### config.mk
export PLATFORM = sky130hd
export DESIGN_NAME = ppi_packet_regs
export DESIGN_NICKNAME = d
export VERILOG_FILES = /design/src/rtl/ppi_pkg.sv /design/src/rtl/ppi_div_if.sv /design/src/rtl/ppi_packet_regs.sv /design/src/rtl/ppi_ceil_div.sv
export SDC_FILE = /design/constraint.sdc
export NUM_CORES = 1
export LEC_CHECK = 0
export BUFFER_PORTS_ARGS = -buffer_cell sky130_fd_sc_hd__buf_4
export CORE_MARGIN = 2
export CORE_UTILIZATION = 35
export DETAILED_ROUTE_END_ITERATION = 8
export SYNTH_ARGS = -nofsm -noshare
export SYNTH_HDL_FRONTEND = slang
export SYNTH_SLANG_ARGS = --single-unit
export TNS_END_PERCENT = 100
### constraint.sdc
create_clock -name i_sys_clk -period 13 [get_ports i_sys_clk]
set_input_delay 1.3 -clock i_sys_clk [delete_from_list [all_inputs] [get_ports i_sys_clk]]
set_output_delay 1.3 -clock i_sys_clk [all_outputs]
set_load 0.1 [all_outputs]
### src/rtl/ppi_pkg.sv
package ppi_pkg;
  // ==========================================================
  // register byte offsets
  localparam logic [11:0] PPI_OFF_PKT_SIZE = 12'h044;
  localparam logic [11:0] PPI_OFF_PPF      = 12'h048;
  localparam logic [11:0] PPI_OFF_POS_STEP = 12'h04C;
  localparam logic [11:0] PPI_OFF_PERIOD   = 12'h050;
  // ==========================================================
  // field positions, bit 0 of the register is the msb
  localparam int PPI_HI_MSB = 31;
  localparam int PPI_HI_LSB = 16;
  localparam int PPI_LO_MSB = 15;
  localparam int PPI_LO_LSB = 0;
  // ==========================================================
  // reset values and limits
  localparam logic [15:0] PPI_PKT_RST     = 16'h0400;
  localparam logic [31:0] PPI_MAX_PPF     = 32'h0000_0FFF;
  localparam logic [15:0] PPI_PKT_UNIT    = 16'h0004;
  localparam logic [15:0] PPI_STEP_MONO   = 16'h0001;
  localparam logic [15:0] PPI_STEP_COLOR  = 16'h0002;
  localparam logic [6:0]  PPI_DIV_LAST    = 7'h3F;
  localparam int          PPI_DIV_LATENCY = 65;
  // ==========================================================
  // recompute sequencer
  typedef enum logic [2:0]
  {
    PPI_IDLE = 3'b001,
    PPI_PPF  = 3'b010,
    PPI_REC  = 3'b100
  } ppi_state_t;
endpackage : ppi_pkg

### src/rtl/ppi_div_if.sv
`timescale 1ns/1ns
interface ppi_div_if;
  logic        start;
  logic [63:0] dividend;
  logic [15:0] divisor;
  logic        done;
  logic [31:0] quotient;
  modport ctrl (output start, output dividend, output divisor, input done, input quotient);
  modport div  (input start, input dividend, input divisor, output done, output quotient);
endinterface : ppi_div_if

### src/rtl/ppi_packet_regs.sv
`timescale 1ns/1ns
// Overview of operation
// - packet size is taken from the upper half of the size register and used
// - lower half reports smallest size giving the top frame rate
// - recommended size is recomputed on any setting change
// - packets per frame is a full quadlet from size, coding and packet size
// - frame byte count includes payload, padding and feature data
// - column step in upper half of position register: 1 mono, 2 colour
// - row step in lower half of position register: 1 mono, 2 colour
// - frame period register refreshes when a period setting changes
// - frame period is a single-precision float filling the quadlet
// - bit 0 of every register is its most significant bit
// - only the latest size write is checked, once its count is done; a bad size flags and blocks capture
module ppi_packet_regs
  import ppi_pkg::*;
#(
  parameter bit          COLOR_MODEL = 1'b0,
  parameter logic [31:0] MAX_PPF     = PPI_MAX_PPF
)
(
  input  wire logic        i_sys_clk,
  input  wire logic        i_sys_rst,
  input  wire logic        i_reg_wr,
  input  wire logic        i_reg_rd,
  input  wire logic [11:0] i_reg_addr,
  input  wire logic [31:0] i_reg_wdata,
  input  wire logic [63:0] i_frame_bytes,
  input  wire logic [15:0] i_iso_slots,
  input  wire logic [15:0] i_max_pkt_size,
  input  wire logic        i_settings_changed,
  input  wire logic [31:0] i_frame_period_fp,
  output logic      [31:0] o_reg_rdata,
  output logic             o_reg_ack,
  output logic      [15:0] o_pkt_size,
  output logic      [31:0] o_frame_packets,
  output logic             o_pkt_size_err,
  output logic             o_capture_allow
);
  // ==========================================================
  // state
  typedef struct packed
  {
    ppi_state_t  st;
    logic [15:0] pkt;
    logic [15:0] rec;
    logic [31:0] ppf;
    logic [31:0] period;
    logic        err;
    logic        chk;
    logic        pend;
    logic        go;
    logic [63:0] dvd;
    logic [15:0] dvs;
    logic [31:0] rdata;
    logic        ack;
  } ppi_regs_state_t;

  localparam ppi_regs_state_t RESET_STATE =
    '{st: PPI_IDLE, pkt: PPI_PKT_RST, pend: 1'b1, default: '0};
  localparam logic [15:0] POS_STEP = COLOR_MODEL ? PPI_STEP_COLOR : PPI_STEP_MONO;

  ppi_regs_state_t regs_reg;
  ppi_regs_state_t regs_next;
  ppi_div_if       div_bus ();

  function automatic logic hit(input logic [11:0] addr, input logic [11:0] off);
    hit = (addr == off);
  endfunction : hit

  // round up to the packet unit, never above the largest size
  function automatic logic [15:0] rec_size(input logic [31:0] q, input logic [15:0] mx);
    logic [31:0] t;
    t = q + {16'h0000, PPI_PKT_UNIT - 16'h0001};
    if (q >= {16'h0000, mx})
      rec_size = mx;
    else if ({t[31:2], 2'b00} > {16'h0000, mx})
      rec_size = mx;
    else
      rec_size = {t[15:2], 2'b00};
  endfunction : rec_size

  function automatic logic bad_size(input logic [15:0] p, input logic [31:0] n,
                                    input logic [15:0] mx);
    bad_size = (p == 16'h0000) || (p[1:0] != 2'b00) || (p > mx) || (n > MAX_PPF);
  endfunction : bad_size

  // ==========================================================
  // sequencer: packets per frame first, then recommended size
  always_comb
  begin
    regs_next = regs_reg;
    regs_next.go = 1'b0;
    regs_next.ack = 1'b0;
    case (regs_reg.st)
      PPI_IDLE:
      begin
        if (regs_reg.pend)
        begin
          regs_next.pend = 1'b0;
          regs_next.go = 1'b1;
          regs_next.dvd = i_frame_bytes;
          regs_next.dvs = regs_reg.pkt;
          regs_next.st = PPI_PPF;
        end
      end
      PPI_PPF:
      begin
        if (div_bus.done)
        begin
          regs_next.ppf = div_bus.quotient;
          regs_next.go = 1'b1;
          regs_next.dvs = (i_iso_slots == 16'h0000) ? 16'h0001 : i_iso_slots;
          regs_next.st = PPI_REC;
        end
      end
      PPI_REC:
      begin
        if (div_bus.done)
        begin
          regs_next.rec = rec_size(div_bus.quotient, i_max_pkt_size);
          // a size written mid-run is judged by the rerun, whose count matches it
          if (regs_reg.chk && !regs_reg.pend)
          begin
            regs_next.chk = 1'b0;
            regs_next.err = bad_size(regs_reg.pkt, regs_reg.ppf, i_max_pkt_size);
          end
          regs_next.st = PPI_IDLE;
        end
      end
      default:
        regs_next.st = PPI_IDLE;
    endcase
    // later assignments win, so a new request is never lost to a clear
    if (i_settings_changed)
    begin
      regs_next.pend = 1'b1;
      regs_next.period = i_frame_period_fp;
    end
    if (i_reg_wr || i_reg_rd)
      regs_next.ack = 1'b1;
    if (i_reg_wr && hit(i_reg_addr, PPI_OFF_PKT_SIZE))
    begin
      // lower half and the other offsets are inquiry only
      regs_next.pkt = i_reg_wdata[PPI_HI_MSB:PPI_HI_LSB];
      regs_next.pend = 1'b1;
      regs_next.chk = 1'b1;
    end
    if (i_reg_rd)
    begin
      if (hit(i_reg_addr, PPI_OFF_PKT_SIZE))
        regs_next.rdata = {regs_reg.pkt, regs_reg.rec};
      else if (hit(i_reg_addr, PPI_OFF_PPF))
        regs_next.rdata = regs_reg.ppf;
      else if (hit(i_reg_addr, PPI_OFF_POS_STEP))
        regs_next.rdata = {POS_STEP, POS_STEP};
      else if (hit(i_reg_addr, PPI_OFF_PERIOD))
        regs_next.rdata = regs_reg.period;
      else
        regs_next.rdata = 32'h0000_0000;
    end
  end

  always_ff @(posedge i_sys_clk)
  begin
    if (i_sys_rst)
      regs_reg <= RESET_STATE;
    else
      regs_reg <= regs_next;
  end

  assign div_bus.start = regs_reg.go;
  assign div_bus.dividend = regs_reg.dvd;
  assign div_bus.divisor = regs_reg.dvs;

  // one shared divider: slower, but two wide dividers cost far more area
  ppi_ceil_div u_div
  (
    .i_sys_clk (i_sys_clk),
    .i_sys_rst (i_sys_rst),
    .bus       (div_bus)
  );

  assign o_reg_rdata = regs_reg.rdata;
  assign o_reg_ack = regs_reg.ack;
  assign o_pkt_size = regs_reg.pkt;
  assign o_frame_packets = regs_reg.ppf;
  assign o_pkt_size_err = regs_reg.err;
  assign o_capture_allow = !regs_reg.err;

  // ==========================================================
  // checks
  logic [63:0] chk_hi;
  logic [63:0] chk_lo;
  assign chk_hi = {32'h0000_0000, div_bus.quotient} * {48'h0000_0000_0000, regs_reg.dvs};
  assign chk_lo = chk_hi - {48'h0000_0000_0000, regs_reg.dvs};
endmodule : ppi_packet_regs

### src/rtl/ppi_ceil_div.sv
`timescale 1ns/1ns
module ppi_ceil_div
  import ppi_pkg::*;
(
  input  wire logic i_sys_clk,
  input  wire logic i_sys_rst,
  ppi_div_if.div    bus
);
  // ==========================================================
  // state
  typedef struct packed
  {
    logic        busy;
    logic [6:0]  cnt;
    logic [16:0] rem;
    logic [63:0] quo;
    logic [15:0] dvs;
    logic        done;
    logic [31:0] res;
  } ppi_div_state_t;

  ppi_div_state_t div_reg;
  ppi_div_state_t div_next;

  // ceiling of quotient, saturated to one quadlet
  function automatic logic [31:0] ceil_sat(input logic [63:0] q, input logic [16:0] r);
    logic up;
    up = (r != 17'h0_0000);
    if ((q[63:32] != 32'h0000_0000) || (up && (q[31:0] == 32'hFFFF_FFFF)))
      ceil_sat = 32'hFFFF_FFFF;
    else
      ceil_sat = q[31:0] + {31'h0000_0000, up};
  endfunction : ceil_sat

  // ==========================================================
  // restoring divider, one bit a cycle; a zero divisor saturates
  always_comb
  begin
    logic [16:0] sh;
    logic [63:0] q;
    sh = 17'h0_0000;
    q = 64'h0000_0000_0000_0000;
    div_next = div_reg;
    div_next.done = 1'b0;
    if (!div_reg.busy && bus.start)
    begin
      div_next.busy = 1'b1;
      div_next.cnt = 7'h00;
      div_next.rem = 17'h0_0000;
      div_next.quo = bus.dividend;
      div_next.dvs = bus.divisor;
    end
    else if (div_reg.busy)
    begin
      sh = {div_reg.rem[15:0], div_reg.quo[63]};
      q = {div_reg.quo[62:0], 1'b0};
      if (sh >= {1'b0, div_reg.dvs})
      begin
        sh = sh - {1'b0, div_reg.dvs};
        q[0] = 1'b1;
      end
      div_next.rem = sh;
      div_next.quo = q;
      div_next.cnt = div_reg.cnt + 7'h01;
      if (div_reg.cnt == PPI_DIV_LAST)
      begin
        div_next.busy = 1'b0;
        div_next.done = 1'b1;
        div_next.res = ceil_sat(q, sh);
      end
    end
  end

  always_ff @(posedge i_sys_clk)
  begin
    if (i_sys_rst)
      div_reg <= '0;
    else
      div_reg <= div_next;
  end

  assign bus.done = div_reg.done;
  assign bus.quotient = div_reg.res;
endmodule : ppi_ceil_div

==> impl_metrics.tcl, run 1 <==
set metrics [dict create \
    ff2ff_path_depth 18 \
    cts_setup_buffers 0 \
    cp-end-kind "register" \
    drt_drc_violations_left 0 \
    cp_max_fo 22 \
    cts_buffer_depth 3 \
    fin_crit_ns 4.87 \
    drive_gt1_share_pct 15.2 \
    firstDrtPassIters 6 \
    switching_share_pct 32.0 \
    critPathRequiredTime_ns 13.37 \
    grt_antenna_before_repair 0 \
    port_buffers 243 \
    min_path_type "register to register" \
    ys.warnings.count 0 \
    n_antenna_cell 0 \
    final_common_cell "dfxtp_1" \
    die_y_um 229 \
    seqPwrFrac_pct 38.1 \
    grt_first_pass_wirelength_mm 82.4 \
    worst_slew_pin_slew_ns 1.24 \
    synth_cell_types 66 \
    synth.avg_cell_area_um2 8.17 \
    p_leak_uw 0.00846 \
    layout_common_cells "351 x dfxtp_1, 307 x nand2_1, 257 x buf_4" \
    p_int_uw 2200 \
    regToRegEndpoint "u_div.bus.quotient[16]" \
    core.rowCount 82 \
    synth-edff-count 0 \
    largest_reg_flops 104 \
    viasPerCell 5.32 \
    rsz0062_at_grt "false" \
    clk_latency_ns 0.56 \
    cp-start-kind "register" \
    timing.reg2reg.setup_slack_ns 8.13 \
    drt-initial-drc-count 1275 \
    stdcell_count 2934 \
    arrival_ns 5.24 \
    endpoint "u_div.bus.quotient[16]" \
    clock-sinks 353 \
    p_per_area_mw_per_mm2 156 \
    hold-worst-slack_ns 0.453 \
    syn_inst 2167 \
    gp_congestion 0.869 \
    cts_buffers 42 \
    grt_use_total_pct 19.5 \
    post-dp-hpwl_mm 37.4 \
    ir_worst_vdd_uv 87.8 \
    synthFlopType "dfxtp_1" \
    core_region_area_mm2 0.0501 \
    hp-start "div_bus.dividend[13]" \
    cts_tree "yes" \
    status "complete, no violations" \
    r2r_start "u_div.div_reg[42]" \
    clockRootBuffer "clkbuf_16" \
    setup_tns_ns 0 \
    grt_start_max_net_pins 142 \
    syn_area_mm2 0.0177 \
    dieArea_mm2 0.0524 \
    finalNetCount 2476 \
    p_comb_share_pct 24.8 \
    ctsResizeCount 0 \
    overflow 0 \
    clkSlewWorstSetupHoldPaths_ns 0.06 \
    slew_violations 0 \
    wl_mm 53.2 \
    maxSlewHeadroom_pct 17.1 \
    final_core_util_pct 41.4 \
    fin_skew_ns 0.0245 \
    drv_cap 0 \
    path_class "register to register" \
    start_util_pct 35.4 \
    ys_seq_area_share_pct 39.9 \
    nFillCells 5102 \
    postRouteAntennaNets 0 \
    die_w_um 229 \
    async_flop_share_pct 0 \
    synth-seq-cells 353 \
    grt_pass1_vias 14600 \
    p_switching_uw 1040 \
    setup_violations 0 \
    power_frac_clock_pct 37.1 \
    hold_buffers 0 \
    syn_to_final_growth_pct 17.0 \
    hold_viol 0 \
    via_count 15600 \
    ioPinCount 260 \
    post-place-cells 2861 \
    cts.htree.levels 2 \
    synth_nets 2410 \
    fin_crit_sh_pct 37.5 \
    startpoint "u_div.div_reg[42]" \
    wl_per_cell_um 18.1 \
    timing.fmax_mhz 205 \
]
Yosys cell counts (30+ instances only):
library cell,n,area (um^2)
dfxtp_1,353,7070
nand2_1,308,1160
nor2_1,256,961
a21oi_1,222,1110
clkbuf_1,130,488
mux2i_1,113,1130
buf_4,80,601
ha_1,65,813
nand3_1,65,325
a211oi_1,52,390
inv_1,48,180
nor4_1,34,213
o21bai_1,34,255
xnor2_1,31,272
a222oi_1,30,300
a31oi_1,30,188
through the flow:
stage | setup slack [ns] | total power, uW | area (um^2)
4_1_cts | 8.15 | 3280 | 20700
3_3_place_gp | 8.20 | 2060 | 19300
6_report | 8.13 | 3240 | 20700
3_5_place_dp | 8.18 | 2060 | 19300
5_1_grt | 7.75 | 3410 | 20700
2_1_floorplan | 8.91 | 1830 | 17700
area by class of cell:
type,count,area [um^2],share of cell area (%)
Tap cell,672,841,4.06
Clock inverter,11,161,0.779
Clock buffer,62,1250,6.03
Inverter,48,180,0.869
Timing Repair Buffer,258,1940,9.38
Sequential cell,353,7070,34.1
Multi-Input combinational cell,1530,9270,44.8
metal layers:
layer | global-route usage [%] | share of wire [%] | vias to the layer above
met5 | 0 | 0 | -
met4 | 6.70 | 3.3 | 0
met3 | 3.37 | 6.6 | 92
met2 | 30.2 | 43 | 511
met1 | 27.2 | 47 | 7295
li1 | - | - | 7710
logic make-up (layout without fill, tap and decap cells):
kind of cell    count (synthesis)  in the layout  share of synthesized area (%)
flops                         353            353                           39.9
mux                           113            113                           6.39
simple gates                  795            795                           19.8
fa+ha+maj                      66             66                           4.71
compound gates                500            500                           18.4
xor+xnor                       56             56                           2.77
buf+inv                       284            379                           7.97
worst min path at each step:
stage | cells after the start | endpoint
3_5_place_dp | 2 | u_div.div_reg[39]
6_report | 2 | div_bus.dividend[13]
4_1_cts | 2 | u_div.div_reg[47]
3_3_place_gp | 2 | div_bus.dividend[31]
2_1_floorplan | 2 | u_div.div_reg[33]
5_1_grt | 2 | u_div.div_reg[45]
critical path: stages, from the launching register on:
cell       delay, ns
dfxtp_1         0.34
inv_1           0.06
ha_1            0.48
nand3_1         0.17
or3_1           0.37
a21oi_1         0.17
o2111ai_1       0.46
nand2_1         0.18
buf_4           0.31
or3_1           0.21
o21a_1          0.23
ha_1            0.25
nand2_1         0.14
nor3_1          0.36
and3_1          0.39
and3_1          0.24
nand2_1         0.07
xor2_1          0.17
a31oi_1         0.10
power groups by stage:
stage / clock (uW) / combinational, uW / sequential [uW]
global placement: 0 / 801 / 1250
global route: 1280 / 890 / 1250
detailed placement: 0 / 800 / 1260
floorplan: 0 / 613 / 1220
CTS: 1230 / 807 / 1230
finish: 1200 / 803 / 1230
No activity file was read; power rests on OpenSTA's default activity.
==> run 2, diff against run 1 <==
clock period = 4.15 ns   (was 13 ns; I/O delays follow)
==> run 2 against run 1 <==
Effect of this change: clock power rose to 3.0 times the previous value; final cell count rose by 1.2%; highest routed layer unchanged; maximum frequency up 22%.
==> impl_metrics.tcl, run 2 (same netlist as run 1, synthesis figures left out) <==
set metrics [dict create \
    min_path_type "input port to register" \
    endpoint "u_div.bus.quotient[22]" \
    ff2ff_path_depth 19 \
    dieArea_mm2 0.0524 \
    viasPerCell 5.27 \
    overflow 0 \
    core.rowCount 82 \
    clkSlewWorstSetupHoldPaths_ns 0.06 \
    dp_slack_ns -0.0165 \
    fin_crit_sh_pct 95.9 \
    cp_max_fo 7 \
    drt-initial-drc-count 1365 \
    grt_first_pass_wirelength_mm 84.2 \
    p_leak_uw 0.00860 \
    grt_antenna_before_repair 0 \
    cts_tree "yes" \
    ir_worst_vdd_uv 273 \
    wl_mm 54.4 \
    postRouteAntennaNets 0 \
    hold-worst-slack_ns 0.0919 \
    grt_use_total_pct 19.9 \
    arrival_ns 4.39 \
    p_per_area_mw_per_mm2 490 \
    via_count 15700 \
    grt_start_max_net_pins 105 \
    cts_buffers 41 \
    clock-sinks 353 \
    postLayoutCellArea_mm2 0.0210 \
    drv_cap 0 \
    r2r_start "u_div.div_reg[112]" \
    start_util_pct 35.4 \
    syn_to_final_growth_pct 18.5 \
    die_y_um 229 \
    setup_tns_ns 0 \
    rsz0062_at_grt "true" \
    fin_skew_ns 0.0273 \
    final_common_cell "dfxtp_1" \
    placed_area_mm2 0.0195 \
    firstDrtPassIters 7 \
    drive_gt1_share_pct 16.9 \
    largest_reg_flops 104 \
    timing.fmax_mhz 251 \
    cp-end-kind "register" \
    ioPinCount 260 \
    worst_slew_pin_slew_ns 1.20 \
    layout_common_cells "351 x dfxtp_1, 306 x nand2_1, 293 x buf_4" \
    regToRegEndpoint "u_div.bus.quotient[22]" \
    startpoint "u_div.div_reg[112]" \
    port_buffers 243 \
    hold_viol 0 \
    die_w_um 229 \
    cp-start-kind "register" \
    maxSlewHeadroom_pct 19.6 \
    wl_per_cell_um 18.3 \
    finalNetCount 2512 \
    core_region_area_mm2 0.0501 \
    drt_drc_violations_left 0 \
    setup_violations 0 \
    post-dp-hpwl_mm 38.8 \
    cts.htree.levels 2 \
    n_antenna_cell 0 \
    clockRootBuffer "clkbuf_16" \
    final_core_util_pct 41.9 \
    fin_crit_ns 3.98 \
    hp-start "i_frame_period_fp[7]" \
    timing.reg2reg.setup_slack_ns 0.17 \
    critPathRequiredTime_ns 4.56 \
    cts_buffer_depth 3 \
    grt_pass1_vias 14900 \
    hold-path-cell-count 3 \
    status "complete, no violations" \
    path_class "register to register" \
    slew_violations 0 \
    setup_ws_ns 0.169 \
    clk_latency_ns 0.56 \
    gp_congestion 0.869 \
]
[run 2: worst min-delay path by stage]
stage / to / slack [ns]
2_1_floorplan: u_div.div_reg[33] / 0.43
3_3_place_gp: div_bus.dividend[31] / 0.44
3_5_place_dp: u_div.div_reg[45] / 0.45
4_1_cts: regs_reg[129] / 0.06
5_1_grt: regs_reg[123] / 0.08
6_report: regs_reg[124] / 0.09
[run 2: per-stage QoR]
step	power [uW]	std cells
global route	10800	2969
floorplan	5750	2167
CTS	10300	2968
global placement	6600	2892
detailed placement	6610	2892
finish	10300	2969
[run 2: layout make-up]
cell class / instances / area [um^2]
Clock inverter: 8 / 101
Fill cell: 5065 / 29100
Inverter: 48 / 180
Sequential cell: 353 / 7070
Multi-Input combinational cell: 1530 / 9320
Timing Repair Buffer: 295 / 2230
Clock buffer: 63 / 1240
Tap cell: 672 / 841
[run 2: power breakdown]
part	leakage, uW	internal (uW)	switching [uW]	total [uW]
registers	0.00288	3630	226	3860
clock network	0.000661	2180	1440	3620
logic	0.00507	1120	1680	2810
total	0.00860	6930	3350	10300
[run 2: what timing repair did]
action,in CTS,in global routing
setup buffers,5,1
resized for setup,2,11
pin swaps,3,5
endpoints found under the setup margin,6,14
hold buffers,0,0
[run 2: routing by layer]
metal  global-route usage [%]  vias up  part of all wire (%)
met5                        0        -                     0
met4                     6.07        0                   2.4
met2                     31.4      501                    44
met3                     3.26       73                   6.3
met1                     27.8     7318                    47
li1                         -     7764                     -
[run 2: worst max-delay path: stages (launching register included)]
cell and delay (ns):
dfxtp_1 0.31, inv_1 0.05, ha_2 0.18, inv_2 0.05, fa_2 0.42, a211o_1 0.28, o211ai_1 0.14, a211oi_2 0.14
or3_1 0.34, a22oi_1 0.19, or4b_4 0.51, o21a_4 0.23, ha_2 0.18, nand2_2 0.07, nor3_2 0.05, and3_4 0.18
buf_6 0.13, a31o_2 0.23, nand2_1 0.07, a31oi_1 0.08
